<file path="src/inc/sar_pkg.sv">
// constants and types shared by the sar sequencer and its engine
`default_nettype none
package sar_pkg;
  // conversion clock derived from the core clock, never above its limit
  localparam int CORE_CLK_HZ = 50_000_000;
  localparam int CONV_CLK_MAX_HZ = 18_000_000;
  localparam int CONV_DIV = (CORE_CLK_HZ + CONV_CLK_MAX_HZ - 1) / CONV_CLK_MAX_HZ;
  localparam int DIV_W = $clog2(CONV_DIV);
  localparam int RES_W = 12;
  localparam int NUM_CH = 8;
  localparam int CH_W = 3;
  localparam int SAMPLE_W = 8;
  localparam int MIN_CONV_TICKS = 18;
  localparam int MIN_SAMPLE_TICKS = MIN_CONV_TICKS - RES_W;

  // register byte offsets
  localparam logic [6:0] OFF_CTRL = 7'h00;
  localparam logic [6:0] OFF_CHEN = 7'h04;
  localparam logic [6:0] OFF_APER = 7'h08;
  localparam logic [6:0] OFF_LIMLO = 7'h0c;
  localparam logic [6:0] OFF_LIMHI = 7'h10;
  localparam logic [6:0] OFF_INTSTAT = 7'h14;
  localparam logic [6:0] OFF_INTMASK = 7'h18;
  localparam logic [6:0] OFF_STATUS = 7'h1c;
  localparam logic [6:0] OFF_SAMPLE = 7'h20;
  localparam logic [6:0] OFF_RESULT = 7'h40;

  // field positions
  localparam int CTRL_EN_BIT = 0;
  localparam int CTRL_FW_BIT = 1;
  localparam int CTRL_FWCH_LSB = 4;
  localparam int INT_W = 3;
  localparam int INT_EOC_BIT = 0;
  localparam int INT_RANGE_BIT = 1;
  localparam int INT_SCAN_BIT = 2;
  localparam int STAT_BUSY_BIT = 0;
  localparam int STAT_SLEEP_BIT = 1;
  localparam int STAT_CH_LSB = 4;

  // reset values
  localparam logic [7:0] CTRL_RST = 8'h00;
  localparam logic [NUM_CH-1:0] CHEN_RST = 8'h01;
  localparam logic [SAMPLE_W-1:0] APER_RST = 8'h00;
  localparam logic [SAMPLE_W-1:0] SAMPLE_RST = 8'h00;
  localparam logic [RES_W-1:0] LIMLO_RST = 12'h000;
  localparam logic [RES_W-1:0] LIMHI_RST = 12'hfff;

  localparam logic [1:0] RESP_OKAY = 2'h0;
  localparam logic [1:0] RESP_SLVERR = 2'h2;

  typedef enum logic [2:0] {
    ST_IDLE = 3'b001,
    ST_SAMPLE = 3'b010,
    ST_CONV = 3'b100
  } eng_state_t;
endpackage
`default_nettype wire

</file>
<file path="src/inc/conv_if.sv">
// request and result path between the sequencer and the engine
`timescale 1ns/1ps
`default_nettype none
interface conv_if;
  import sar_pkg::*;
  logic tick;
  logic req;
  logic halt;
  logic [CH_W-1:0] chan;
  logic [SAMPLE_W:0] sampleLen;
  logic ack;
  logic busy;
  logic done;
  logic [CH_W-1:0] doneChan;
  logic [RES_W-1:0] result;
  modport seq (output tick, req, halt, chan, sampleLen,
               input ack, busy, done, doneChan, result);
  modport eng (input tick, req, halt, chan, sampleLen,
               output ack, busy, done, doneChan, result);
endinterface
`default_nettype wire

</file>
<file path="src/rtl/sar_engine.sv">
// successive-approximation engine: sample phase then one bit per tick
`timescale 1ns/1ps
`default_nettype none
module sar_engine (
  input wire logic clk,
  input wire logic rstn,
  conv_if.eng cv,
  output logic [sar_pkg::CH_W-1:0] muxSel,
  output logic sampleHold,
  output logic [sar_pkg::RES_W-1:0] dacCode,
  input wire logic cmpIn
);
  import sar_pkg::*;
  localparam logic [SAMPLE_W:0] MIN_SAMPLE = (SAMPLE_W+1)'(MIN_SAMPLE_TICKS);
  localparam logic [RES_W-1:0] MSB_ONE = {1'b1, {(RES_W-1){1'b0}}};
  localparam logic [SAMPLE_W:0] CNT_LAST = (SAMPLE_W+1)'(1);

  eng_state_t state_r;
  logic [SAMPLE_W:0] cnt_r;
  logic [RES_W-1:0] code_r;
  logic [RES_W-1:0] trial_r;
  logic [CH_W-1:0] chan_r;
  logic done_r;
  logic [RES_W-1:0] result_r;
  logic [CH_W-1:0] doneChan_r;
  logic lastBit;
  logic load;

  assign lastBit = (state_r == ST_CONV) && trial_r[0] && cv.tick;
  // reload on the final bit tick
  assign load = cv.req && !cv.halt && cv.tick &&
                ((state_r == ST_IDLE) || lastBit);
  assign cv.ack = load;
  assign cv.busy = (state_r != ST_IDLE);
  assign cv.done = done_r;
  assign cv.result = result_r;
  assign cv.doneChan = doneChan_r;
  assign muxSel = chan_r;
  assign sampleHold = (state_r == ST_SAMPLE);
  assign dacCode = code_r | trial_r;

  always_ff @(posedge clk or negedge rstn) begin
    if (!rstn) begin
      state_r <= ST_IDLE;
    // sleep aborts any conversion
    end else if (cv.halt) begin
      state_r <= ST_IDLE;
    end else if (load) begin
      state_r <= ST_SAMPLE;
    end else if (cv.tick) begin
      case (state_r)
        ST_SAMPLE: if (cnt_r == CNT_LAST) state_r <= ST_CONV;
        ST_CONV: if (trial_r[0]) state_r <= ST_IDLE;
        ST_IDLE: state_r <= ST_IDLE;
        default: state_r <= ST_IDLE;
      endcase
    end
  end

  always_ff @(posedge clk or negedge rstn) begin
    if (!rstn) begin
      cnt_r <= '0;
      code_r <= '0;
      trial_r <= '0;
      chan_r <= '0;
    end else if (cv.halt) begin
      trial_r <= '0;
    end else if (load) begin
      // sample phase padded so total reaches the minimum
      cnt_r <= (cv.sampleLen > MIN_SAMPLE) ? cv.sampleLen : MIN_SAMPLE;
      chan_r <= cv.chan;
      code_r <= '0;
      trial_r <= '0;
    end else if (cv.tick && (state_r == ST_SAMPLE)) begin
      cnt_r <= cnt_r - CNT_LAST;
      if (cnt_r == CNT_LAST) trial_r <= MSB_ONE;
    end else if (cv.tick && (state_r == ST_CONV)) begin
      if (cmpIn) code_r <= code_r | trial_r;
      trial_r <= trial_r >> 1;
    end
  end

  always_ff @(posedge clk or negedge rstn) begin
    if (!rstn) begin
      done_r <= 1'b0;
      result_r <= '0;
      doneChan_r <= '0;
    end else begin
      done_r <= lastBit && !cv.halt;
      if (lastBit) begin
        result_r <= code_r | (cmpIn ? trial_r : '0);
        doneChan_r <= chan_r;
      end
    end
  end

  // ---------------------------------------------------------------
  // checks
  // ---------------------------------------------------------------
  logic [9:0] ticks_r;
  always_ff @(posedge clk or negedge rstn) begin
    if (!rstn) ticks_r <= '0;
    else if (load) ticks_r <= '0;
    else if (cv.tick && cv.busy) ticks_r <= ticks_r + 10'h001;
  end
endmodule
`default_nettype wire

</file>
<file path="src/rtl/sar_seq_ctrl.sv">
// sar adc sequencer control with axi4-lite registers
//
// Contract
// conversion lasts at least 18 conversion clocks
// conversion clock at most 18 MHz
// scan eight channels without cpu help
// channel switching adds no dead cycles
// hardware or firmware selects the channel
// separate result holding per channel
// sample time programmable per channel
// sample-and-hold window length programmable
// out-of-range interrupt right after compare
// no conversion in deepest sleep mode
// range flag sticky until software clears
`timescale 1ns/1ps
`default_nettype none
module sar_seq_ctrl (
  input wire logic core_clk,
  input wire logic rstn,
  input wire logic [31:0] s_axi_awaddr,
  input wire logic s_axi_awvalid,
  output logic s_axi_awready,
  input wire logic [31:0] s_axi_wdata,
  input wire logic [3:0] s_axi_wstrb,
  input wire logic s_axi_wvalid,
  output logic s_axi_wready,
  output logic [1:0] s_axi_bresp,
  output logic s_axi_bvalid,
  input wire logic s_axi_bready,
  input wire logic [31:0] s_axi_araddr,
  input wire logic s_axi_arvalid,
  output logic s_axi_arready,
  output logic [31:0] s_axi_rdata,
  output logic [1:0] s_axi_rresp,
  output logic s_axi_rvalid,
  input wire logic s_axi_rready,
  input wire logic deepSleep,
  output logic irq,
  output logic [sar_pkg::CH_W-1:0] muxSel,
  output logic sampleHold,
  output logic [sar_pkg::RES_W-1:0] dacCode,
  input wire logic cmpIn
);
  import sar_pkg::*;

  // ---------------------------------------------------------------
  // reset release
  // ---------------------------------------------------------------
  logic rstMeta_r;
  logic rstSync;
  always_ff @(posedge core_clk or negedge rstn) begin
    if (!rstn) begin
      rstMeta_r <= 1'b0;
      rstSync <= 1'b0;
    end else begin
      rstMeta_r <= 1'b1;
      rstSync <= rstMeta_r;
    end
  end

  // ---------------------------------------------------------------
  // conversion clock enable
  // ---------------------------------------------------------------
  localparam logic [DIV_W-1:0] DIV_LAST = DIV_W'(CONV_DIV - 1);
  logic [DIV_W-1:0] div_r;
  logic tick;
  // one tick every third core cycle
  always_ff @(posedge core_clk or negedge rstSync) begin
    if (!rstSync) div_r <= '0;
    else if (div_r == DIV_LAST) div_r <= '0;
    else div_r <= div_r + DIV_W'(1);
  end
  assign tick = (div_r == DIV_LAST);

  // ---------------------------------------------------------------
  // registers
  // ---------------------------------------------------------------
  logic [7:0] ctrl_r;
  logic [NUM_CH-1:0] chen_r;
  logic [SAMPLE_W-1:0] aper_r;
  logic [RES_W-1:0] limLo_r;
  logic [RES_W-1:0] limHi_r;
  logic [INT_W-1:0] intStat_r;
  logic [INT_W-1:0] intMask_r;
  logic [SAMPLE_W-1:0] sample_r [NUM_CH];
  logic [RES_W-1:0] result_r [NUM_CH];
  logic [CH_W-1:0] lastChan_r;

  conv_if cv ();

  sar_engine u_engine (
    .clk(core_clk),
    .rstn(rstSync),
    .cv(cv.eng),
    .muxSel(muxSel),
    .sampleHold(sampleHold),
    .dacCode(dacCode),
    .cmpIn(cmpIn)
  );

  // ---------------------------------------------------------------
  // sequencer
  // ---------------------------------------------------------------
  // next enabled channel after cur, wrapping; cur when none other
  function automatic logic [CH_W-1:0] nextCh(
    input logic [NUM_CH-1:0] m,
    input logic [CH_W-1:0] cur
  );
    logic [CH_W-1:0] idx;
    logic found;
    nextCh = cur;
    found = 1'b0;
    for (int i = 1; i <= NUM_CH; i++) begin
      idx = cur + CH_W'(i);
      if (m[idx] && !found) begin
        nextCh = idx;
        found = 1'b1;
      end
    end
  endfunction

  logic enable;
  logic fwMode;
  logic [CH_W-1:0] fwChan;
  logic [CH_W-1:0] chanOffer;
  logic outRange;
  logic scanEnd;
  logic [INT_W-1:0] intSet;

  assign enable = ctrl_r[CTRL_EN_BIT];
  assign fwMode = ctrl_r[CTRL_FW_BIT];
  assign fwChan = ctrl_r[CTRL_FWCH_LSB +: CH_W];
  // firmware channel overrides the scan
  // otherwise step to the next enabled channel
  assign chanOffer = fwMode ? fwChan : nextCh(chen_r, lastChan_r);
  assign cv.tick = tick;
  // no requests while the fast clock is gone
  assign cv.req = enable && !deepSleep && (fwMode || (|chen_r));
  assign cv.halt = deepSleep || !enable;
  assign cv.chan = chanOffer;
  // per-channel sample time
  // plus the common hold aperture
  assign cv.sampleLen = {1'b0, sample_r[chanOffer]} + {1'b0, aper_r};

  always_ff @(posedge core_clk or negedge rstSync) begin
    if (!rstSync) lastChan_r <= CH_W'(NUM_CH - 1);
    else if (cv.ack) lastChan_r <= chanOffer;
  end

  // compare each result as it lands
  assign outRange = cv.done &&
                    ((cv.result < limLo_r) || (cv.result > limHi_r));
  assign scanEnd = cv.done && !fwMode &&
                   (nextCh(chen_r, cv.doneChan) <= cv.doneChan);
  always_comb begin
    intSet = '0;
    intSet[INT_EOC_BIT] = cv.done;
    intSet[INT_RANGE_BIT] = outRange;
    intSet[INT_SCAN_BIT] = scanEnd;
  end

  // one result slot per channel
  genvar g;
  generate
    for (g = 0; g < NUM_CH; g++) begin : g_ch
      always_ff @(posedge core_clk or negedge rstSync) begin
        if (!rstSync) begin
          result_r[g] <= '0;
        end else if (cv.done && (cv.doneChan == CH_W'(g))) begin
          result_r[g] <= cv.result;
        end
      end
    end
  endgenerate

  // ---------------------------------------------------------------
  // axi4-lite write channel
  // ---------------------------------------------------------------
  logic awHeld_r;
  logic wHeld_r;
  logic [31:0] awAddr_r;
  logic [31:0] wData_r;
  logic [3:0] wStrb_r;
  logic bvalid_r;
  logic [1:0] bresp_r;
  logic doWrite;
  logic wrOk;
  logic [6:0] wOff;
  logic [31:0] wMask;
  logic [31:0] wVal;

  assign s_axi_awready = !awHeld_r;
  assign s_axi_wready = !wHeld_r;
  assign s_axi_bvalid = bvalid_r;
  assign s_axi_bresp = bresp_r;
  assign doWrite = awHeld_r && wHeld_r && !bvalid_r;
  assign wOff = awAddr_r[6:0];

  always_comb begin
    wMask = '0;
    for (int i = 0; i < 4; i++) begin
      wMask[i*8 +: 8] = {8{wStrb_r[i]}};
    end
    wVal = wData_r & wMask;
    wrOk = (awAddr_r[31:7] == '0) && (wOff[1:0] == 2'h0);
    case (wOff)
      OFF_CTRL, OFF_CHEN, OFF_APER, OFF_LIMLO: wrOk = wrOk;
      OFF_LIMHI, OFF_INTSTAT, OFF_INTMASK: wrOk = wrOk;
      default: wrOk = wrOk && (wOff[6:5] == OFF_SAMPLE[6:5]);
    endcase
  end

  always_ff @(posedge core_clk or negedge rstSync) begin
    if (!rstSync) begin
      awHeld_r <= 1'b0;
      wHeld_r <= 1'b0;
      awAddr_r <= '0;
      wData_r <= '0;
      wStrb_r <= '0;
      bvalid_r <= 1'b0;
      bresp_r <= RESP_OKAY;
    end else begin
      if (s_axi_awvalid && !awHeld_r) begin
        awHeld_r <= 1'b1;
        awAddr_r <= s_axi_awaddr;
      end else if (doWrite) begin
        awHeld_r <= 1'b0;
      end
      if (s_axi_wvalid && !wHeld_r) begin
        wHeld_r <= 1'b1;
        wData_r <= s_axi_wdata;
        wStrb_r <= s_axi_wstrb;
      end else if (doWrite) begin
        wHeld_r <= 1'b0;
      end
      if (doWrite) begin
        bvalid_r <= 1'b1;
        bresp_r <= wrOk ? RESP_OKAY : RESP_SLVERR;
      end else if (s_axi_bready) begin
        bvalid_r <= 1'b0;
      end
    end
  end

  logic wrCfg;
  assign wrCfg = doWrite && wrOk;

  always_ff @(posedge core_clk or negedge rstSync) begin
    if (!rstSync) begin
      ctrl_r <= CTRL_RST;
      chen_r <= CHEN_RST;
      aper_r <= APER_RST;
      limLo_r <= LIMLO_RST;
      limHi_r <= LIMHI_RST;
      intMask_r <= '0;
    end else if (wrCfg) begin
      case (wOff)
        OFF_CTRL: ctrl_r <= (ctrl_r & ~wMask[7:0]) | wVal[7:0];
        OFF_CHEN: chen_r <= (chen_r & ~wMask[NUM_CH-1:0]) |
                            wVal[NUM_CH-1:0];
        OFF_APER: aper_r <= (aper_r & ~wMask[SAMPLE_W-1:0]) |
                            wVal[SAMPLE_W-1:0];
        OFF_LIMLO: limLo_r <= (limLo_r & ~wMask[RES_W-1:0]) |
                              wVal[RES_W-1:0];
        OFF_LIMHI: limHi_r <= (limHi_r & ~wMask[RES_W-1:0]) |
                              wVal[RES_W-1:0];
        OFF_INTMASK: intMask_r <= (intMask_r & ~wMask[INT_W-1:0]) |
                                  wVal[INT_W-1:0];
        default: ctrl_r <= ctrl_r;
      endcase
    end
  end

  generate
    for (g = 0; g < NUM_CH; g++) begin : g_smp
      always_ff @(posedge core_clk or negedge rstSync) begin
        if (!rstSync) begin
          sample_r[g] <= SAMPLE_RST;
        end else if (wrCfg && (wOff == OFF_SAMPLE + 7'(4 * g))) begin
          sample_r[g] <= (sample_r[g] & ~wMask[SAMPLE_W-1:0]) |
                         wVal[SAMPLE_W-1:0];
        end
      end
    end
  endgenerate

  // ---------------------------------------------------------------
  // interrupt status
  // ---------------------------------------------------------------
  logic [INT_W-1:0] intClr;
  assign intClr = (wrCfg && (wOff == OFF_INTSTAT)) ? wVal[INT_W-1:0] : '0;
  // write one clears, a new event wins
  always_ff @(posedge core_clk or negedge rstSync) begin
    if (!rstSync) intStat_r <= '0;
    else intStat_r <= (intStat_r & ~intClr) | intSet;
  end
  // level interrupt from unmasked status
  assign irq = |(intStat_r & intMask_r);

  // ---------------------------------------------------------------
  // axi4-lite read channel
  // ---------------------------------------------------------------
  logic rvalid_r;
  logic [31:0] rdata_r;
  logic [1:0] rresp_r;
  logic [31:0] rdNxt;
  logic rdOk;
  logic [6:0] rOff;

  assign s_axi_arready = !rvalid_r;
  assign s_axi_rvalid = rvalid_r;
  assign s_axi_rdata = rdata_r;
  assign s_axi_rresp = rresp_r;
  assign rOff = s_axi_araddr[6:0];

  always_comb begin
    rdNxt = '0;
    rdOk = (s_axi_araddr[31:7] == '0) && (rOff[1:0] == 2'h0);
    case (rOff)
      OFF_CTRL: rdNxt[7:0] = ctrl_r;
      OFF_CHEN: rdNxt[NUM_CH-1:0] = chen_r;
      OFF_APER: rdNxt[SAMPLE_W-1:0] = aper_r;
      OFF_LIMLO: rdNxt[RES_W-1:0] = limLo_r;
      OFF_LIMHI: rdNxt[RES_W-1:0] = limHi_r;
      OFF_INTSTAT: rdNxt[INT_W-1:0] = intStat_r;
      OFF_INTMASK: rdNxt[INT_W-1:0] = intMask_r;
      OFF_STATUS: begin
        rdNxt[STAT_BUSY_BIT] = cv.busy;
        rdNxt[STAT_SLEEP_BIT] = deepSleep;
        rdNxt[STAT_CH_LSB +: CH_W] = lastChan_r;
      end
      default: begin
        if (rOff[6:5] == OFF_SAMPLE[6:5]) begin
          rdNxt[SAMPLE_W-1:0] = sample_r[rOff[4:2]];
        end else if (rOff[6:5] == OFF_RESULT[6:5]) begin
          rdNxt[RES_W-1:0] = result_r[rOff[4:2]];
        end else begin
          rdOk = 1'b0;
        end
      end
    endcase
  end

  always_ff @(posedge core_clk or negedge rstSync) begin
    if (!rstSync) begin
      rvalid_r <= 1'b0;
      rdata_r <= '0;
      rresp_r <= RESP_OKAY;
    end else if (s_axi_arvalid && !rvalid_r) begin
      rvalid_r <= 1'b1;
      rdata_r <= rdOk ? rdNxt : '0;
      rresp_r <= rdOk ? RESP_OKAY : RESP_SLVERR;
    end else if (s_axi_rready) begin
      rvalid_r <= 1'b0;
    end
  end
endmodule
`default_nettype wire

</file>
<file path="config.mk">
export PLATFORM = sky130hd
export DESIGN_NAME = sar_seq_ctrl
export DESIGN_NICKNAME = d
export VERILOG_FILES = /design/src/inc/sar_pkg.sv /design/src/inc/conv_if.sv /design/src/rtl/sar_engine.sv /design/src/rtl/sar_seq_ctrl.sv
export SDC_FILE = /design/constraint.sdc
export NUM_CORES = 1
export LEC_CHECK = 0
export CORE_MARGIN = 1
export CORE_UTILIZATION = 41
export CTS_BUF_LIST = sky130_fd_sc_hd__clkbuf_4 sky130_fd_sc_hd__clkbuf_8
export DETAILED_ROUTE_END_ITERATION = 6
export DONT_BUFFER_PORTS = 1
export GPL_TIMING_DRIVEN = 1
export SYNTH_ARGS = -nofsm -noshare
export SYNTH_HDL_FRONTEND = slang
export SYNTH_SLANG_ARGS = --single-unit
</file>
<file path="constraint.sdc">
create_clock -name core_clk -period 12.7 [get_ports core_clk]
set_input_delay 0 -clock core_clk [delete_from_list [all_inputs] [get_ports core_clk]]
set_output_delay 0 -clock core_clk [all_outputs]
set_load 0.005 [all_outputs]
</file>
## After elaboration in Yosys (flattened, before gate mapping)

Cells that the tools add are included.

- Register bits after elaboration: 362
- Bits of input ports: 109
- Output and inout port bits: 58
- Word-level logic and storage cells: 395

- Add/sub/neg operators: 17
- $lt $le $gt $ge: 22
- Equality and inequality tests: 41
- Muxes and demuxes: 116
- Bitwise logic cells: 41
- Reductions and logical operators: 113

Operators by type and width:

| kind | number |
|---|---|
| $mux W12 | 14 |
| $and A8 B8 Y8 | 11 |
| $or A8 B8 Y8 | 11 |
| $mux W3 | 23 |
| $lt A3 B4 Y1 const B | 16 |
| $eq A7 B6 Y1 const B | 8 |
| $logic_and A1 B1 Y1 | 53 |
| $logic_not A25 Y1 | 2 |
| $eq A7 B5 Y1 const B | 7 |
| $bmux W1 S3 | 16 |
| $bmux W8 S3 | 2 |
| $or A12 B12 Y12 | 4 |
| $mux W1 | 41 |
| $mux W8 | 5 |
| $and A12 B12 Y12 | 3 |
| $bmux W12 S3 | 1 |
| $eq A7 B4 Y1 const B | 4 |
| $mux W9 | 3 |
| $add A3 B3 Y3 const B | 8 |
| $logic_not A1 Y1 | 22 |
| $pmux W3 S7 | 1 |
| $reduce_and A2 Y1 | 9 |
| $pmux W2 S8 | 1 |
| $reduce_or A8 Y1 | 2 |
| 47 further kinds | 83 |

## Depth between registers and ports, before layout

- Word-level depth: 34
- Depth in mapped cells: 27
- Mapped depth without buffers: 23

## Cells and area by module

A second synthesis with hierarchy kept.

- Cells, all modules: 1531
- Area, all modules: 18655.4 sq um

Modules (own cells, without submodules):

| module | instances | cells an instance | area each (sq um) | sequential area each (sq um) |
|---|---|---|---|---|
| sar_seq_ctrl | 1 | 1294 | 16054.1 | 7151.9 |
| sar_engine | 1 | 237 | 2601.2 | 1377.6 |

## Worst setup path after synthesis

Ideal clock, no wire load.

- Path kind: register to register
- Start: register lastChan_r[0]
- End: register u_engine.cnt_r[0]
- Library setup time: 141 ps
- Arrival: 5964 ps
- Required time: 12559 ps
- Path slack: 6595 ps
- Cell stages (with the launch flop): 27
- Path buffers: 4
- Clock period less this slack: 6105 ps
- Cells stage by stage: dfstp_2 > buf_6 > clkinv_1 > ha_1 > buf_2 > mux4_2 > or3_4 > nor4_2 > nor4_1 > o31ai_2 > buf_6 > buf_6 > mux2i_1 > mux2i_1 > mux2_2 > ha_1 > inv_1 > fa_1 > nor2b_1 > o21a_1 > o21a_1 > o21ai_0 > nand3_1 > a2111oi_0 > a41oi_1 > a221oi_1 > a21oi_1

- Longest elaborated chain between the ends: 34
- Elaborated cells on any way between the ends: 61
- Classes of those cells: add/sub: 8; order compare: 1; mux: 37; bitwise: 1; reduce/logical: 14

RTL lines:

| element | line | source |
|---|---|---|
| start, declared | sar_seq_ctrl.sv:87 | `logic [CH_W-1:0] lastChan_r;` |
| start signal, assigned | sar_seq_ctrl.sv:146 | `if (!rstSync) lastChan_r <= CH_W'(NUM_CH - 1);` |
| start signal, assigned | sar_seq_ctrl.sv:147 | `else if (cv.ack) lastChan_r <= chanOffer;` |
| $add A3 B1 Y3 | sar_seq_ctrl.sv:114 | `idx = cur + CH_W'(i);` |
| $bmux W1 S3 | sar_seq_ctrl.sv:115 | `if (m[idx] && !found) begin` |
| $mux W1 (implied by the code) | sar_seq_ctrl.sv:115 |  |
| $mux W1 | sar_seq_ctrl.sv:115 |  |
| $logic_not A1 Y1 | sar_seq_ctrl.sv:115 |  |
| $logic_and A1 B1 Y1 | sar_seq_ctrl.sv:115 |  |
| $mux W1 | sar_seq_ctrl.sv:115 |  |
| $logic_not A1 Y1 | sar_seq_ctrl.sv:115 |  |
| (+17 left out) | -- |  |
| $mux W3 (*) | sar_seq_ctrl.sv:135 | `assign chanOffer = fwMode ? fwChan : nextCh(chen_r, lastChan_r);` |
| $not A3 Y4 (implied by the code) (*) | sar_seq_ctrl.sv:143 | `assign cv.sampleLen = {1'b0, sample_r[chanOffer]} + {1'b0, aper_r};` |
| $bmux W8 S3 (*) | sar_seq_ctrl.sv:143 |  |
| $mux W8 (implied by the code) (*) (2 in a row) | sar_seq_ctrl.sv:143 |  |
| $add A8 B8 Y9 (*) | sar_seq_ctrl.sv:143 |  |
| $gt A9 B3 Y1 | sar_engine.sv:70 | `cnt_r <= (cv.sampleLen > MIN_SAMPLE) ? cv.sampleLen : MIN_SAMPLE;` |
| $mux W9 (*) | sar_engine.sv:70 |  |
| $mux W9 (*) | sar_engine.sv:68 | `end else if (load) begin` |
| end signal, assigned | sar_engine.sv:70 |  |
| end signal, assigned | sar_engine.sv:75 | `cnt_r <= cnt_r - CNT_LAST;` |
| end, declared | sar_engine.sv:19 | `logic [SAMPLE_W:0] cnt_r;` |

Every way passes the cells marked *; elsewhere a longest branch is shown, timed or not. The select of a mux whose other input is x is not followed.
A chain may end at the register's enable or synchronous reset.

## Worst setup path in the final report

Ends and elaborated chain as after synthesis.

==> qor.yml <==
global_routing:
  grt_pass1_wl_mm: 76.3
  grtUsageTotal: 0.212
  antenna_found_initial: 0
  grt_max_degree: 76
  overflow: 0
  grt_pass1_vias: 13300
drt:
  drc: 0
  dr.pass1.iters: 5
  drt-initial-drc-count: 645
  finalWirelength_mm: 47.7
  drt-wirelength-per-cell_um: 21.1
  ant_nets: 0
  num_vias: 12800
  vias_per_cell: 5.68
floorplanning:
  dieHeight_um: 214
  start_util: 0.417
  io_pins: 167
  die-area_um2: 45900
  core-area_um2: 44300
  core.rowCount: 77
  die_w_um: 214
run_status:
  status: "finished, final reports clean"
power:
  pwr-share-seq: 0.496
  clkPwrFrac: 0.415
  power_frac_comb: 0.090
  p_sw_mw: 0.672
  irDropWorstVdd_mv: 0.130
  p_sw_frac: 0.258
  p_per_area_nw_per_um2: 124
  leakage_nw: 9.58
  intPower_mw: 1.93
yosys:
  yosysSeqAreaShare: 0.462
  ys_seq_elements: 340
  synth_cells: 1551
  avgSynthCellArea_um2: 11.9
  ys_top_cells_by_area: "dfrtp_1 (44%), mux2_2 (16%), mux4_2 (8.2%)"
  ys_types: 75
  yosysTopAreaCell: "dfrtp_1"
  synth_area_um2: 18500
  async_flop_share: 1.00
  synth-edff-count: 0
  yosys.area.top_type_share: 0.437
  synth_warnings: 0
  synth-main-ff-cell: "dfrtp_1"
finish:
  layout_commonest_cell: "dfrtp_1"
  final_nets: 1777
  antenna_cells: 0
  syn_to_final_growth_pct: 13.9
  final_cell_mix: "dfrtp_1 (322), mux2_2 (265), nand2_1 (92), dlygate4sd3_1 (83), mux2i_1 (81)"
  drive_above_1_share: 0.299
worst_hold_path:
  hold_class: "primary input to flip-flop"
sta:
  hold_viol_final: 0
  max_freq_ghz: 0.133
  period_share: 0.592
  fin_setup_tns_ps: 0
  worst_clock_skew_ps: 33.5
  setup-violations-final: 0
  period_minus_slack_ps: 7520
  relSlewSlack: 0.216
  slew_viol_final: 0
  layout_setup_ws_ps: 5180
  fin_hold_ws_ps: 26.6
  grt_setup_unrepaired: "false"
  tightest_slew_ps: 1170
setup_path:
  setup.worst_path.end_class: "flip-flop"
  critical_path_class: "flip-flop to flip-flop"
  cp_max_fo: 28
  startpoint_type: "flip-flop"
  cp.required_ps: 13180
  arrival_ps: 8000
clock_network:
  cts_tree: "done"
  postCtsSetupBuffers: 0
  cts-root-buf: "clkbuf_8"
  insertion_delay_ps: 650
  cts_sinks: 340
  numCtsBuffers: 58
  htree_levels: 2
  clk_pin_slew_ps: 60
  clk_path_buf_depth: 3
placement:
  hpwl_mm: 31.4
  dp_slack_ps: 5230
  finalWeightedCongestion: 0.850
  io_buffer_count: 0
flow_run:
  max_cap_violations: 0
cell usage after synthesis, drive strengths merged (4+ instances only):
master,count
clkbuf,58
o21a,6
nand3b,6
dfrtp,323
nand2b,18
inv,61
a21o,14
a31oi,5
a21oi,80
or3,4
nand2,92
buf,51
nand4,9
nor2,57
mux4,67
o22ai,14
or4,4
xor2,6
mux2i,81
ha,47
mux2,269
a32oi,7
and2,4
nor2b,11
nor4,24
a221o,4
nor3,17
or2,13
nand3,34
xnor2,6
a211oi,10
a22o,11
dfstp,17
o21ai,76
worst max-delay path, cell delays in order (launching register included):
cell and delay [ps]:
dfstp_2 820, clkinv_1 380, ha_1 750, mux4_2 460
a211oi_2 300, a32oi_2 160, nor4_2 550, nor4_1 160
o31ai_4 270, buf_4 480, mux2i_1 250, mux2i_1 90
mux2_2 270, ha_1 190, inv_1 70, fa_1 210
nor2b_1 60, o21a_1 180, o21a_1 160, o21ai_0 260
nand3_1 150, a2111oi_0 410, a41oi_1 290, a221oi_1 320
a21oi_1 70
stage by stage:
step,cell area [µm²],power (mW),utilization,cells
3_5_place_dp,18900,1.48,0.426,2068
4_1_cts,21000,2.61,0.475,2259
5_1_grt,21100,2.71,0.475,2261
6_report,21100,2.60,0.475,2261
3_3_place_gp,18900,1.47,0.426,2068
2_1_floorplan,18600,1.43,-,1572
power groups by stage:
| stage | combinational (mW) | clock (mW) | sequential (mW) |
|---|---|---|---|
| floorplan | 0.196 | 0 | 1.24 |
| global placement | 0.172 | 0 | 1.30 |
| detailed placement | 0.177 | 0 | 1.30 |
| CTS | 0.225 | 1.10 | 1.29 |
| global route | 0.255 | 1.15 | 1.30 |
| finish | 0.233 | 1.08 | 1.29 |
cell type report:
type	instances	area, µm²
tap	592	741
clock buffer	102	1230
clock inverter	7	70.1
timing repair buffer	97	948
multi-input combinational	1059	9290
inverter	64	240
sequential	340	8530
fill	4074	23300
cells by family (layout without fill, tap and decap cells):
family / after synthesis / count (layout) / share of synthesized area
muxes: 417 / 417 / 0.289
DFF: 340 / 340 / 0.462
and+or+nand+nor: 301 / 301 / 0.0802
AOI/OAI and AO/OA: 257 / 257 / 0.0877
buffers and inverters: 173 / 270 / 0.0416
adders and majority gates: 49 / 49 / 0.0334
xor gates and xnor gates: 12 / 12 / 0.00569
other: 2 / 23 / 0.000406
final timing paths:
path / from / end / depth (start not counted) / slack, ps
min in group asynchronous: rstn / rstMeta_r$_DFF_PN0_ / 2 / 150
min: s_axi_araddr[2] / s_axi_rdata[5]$_DFFE_PN0P_ / 6 / 30
max: lastChan_r[0]$_DFFE_PN1P_ / u_engine.cnt_r[0]$_DFFE_PN0P_ / 24 / 5180
max in group asynchronous: rstSync$_DFF_PN0_ / async pin / 2 / 9930
min reg2reg: rstMeta_r$_DFF_PN0_ / rstSync$_DFF_PN0_ / 0 / 370
max reg2reg: lastChan_r[0]$_DFFE_PN1P_ / u_engine.cnt_r[0]$_DFFE_PN0P_ / 24 / 5180
repair_timing:
action                                  in CTS  in global routing
endpoints found under the setup margin       0                  0
gates resized for setup                      0                  0
endpoints found under the hold margin       96                  1
hold buffers                                82                  2
per-layer routing:
metal | part of all wire | wire (µm) | vias up | global-route usage
met1 | 0.45 | 21400 | 6582 | 0.286
met4 | 0.023 | 1080 | 0 | 0.0633
met3 | 0.053 | 2550 | 62 | 0.0418
li1 | - | - | 5834 | -
met5 | 0 | 0 | - | 0
met2 | 0.48 | 22700 | 357 | 0.346
Note: power is estimated with default switching activity, not from simulation.
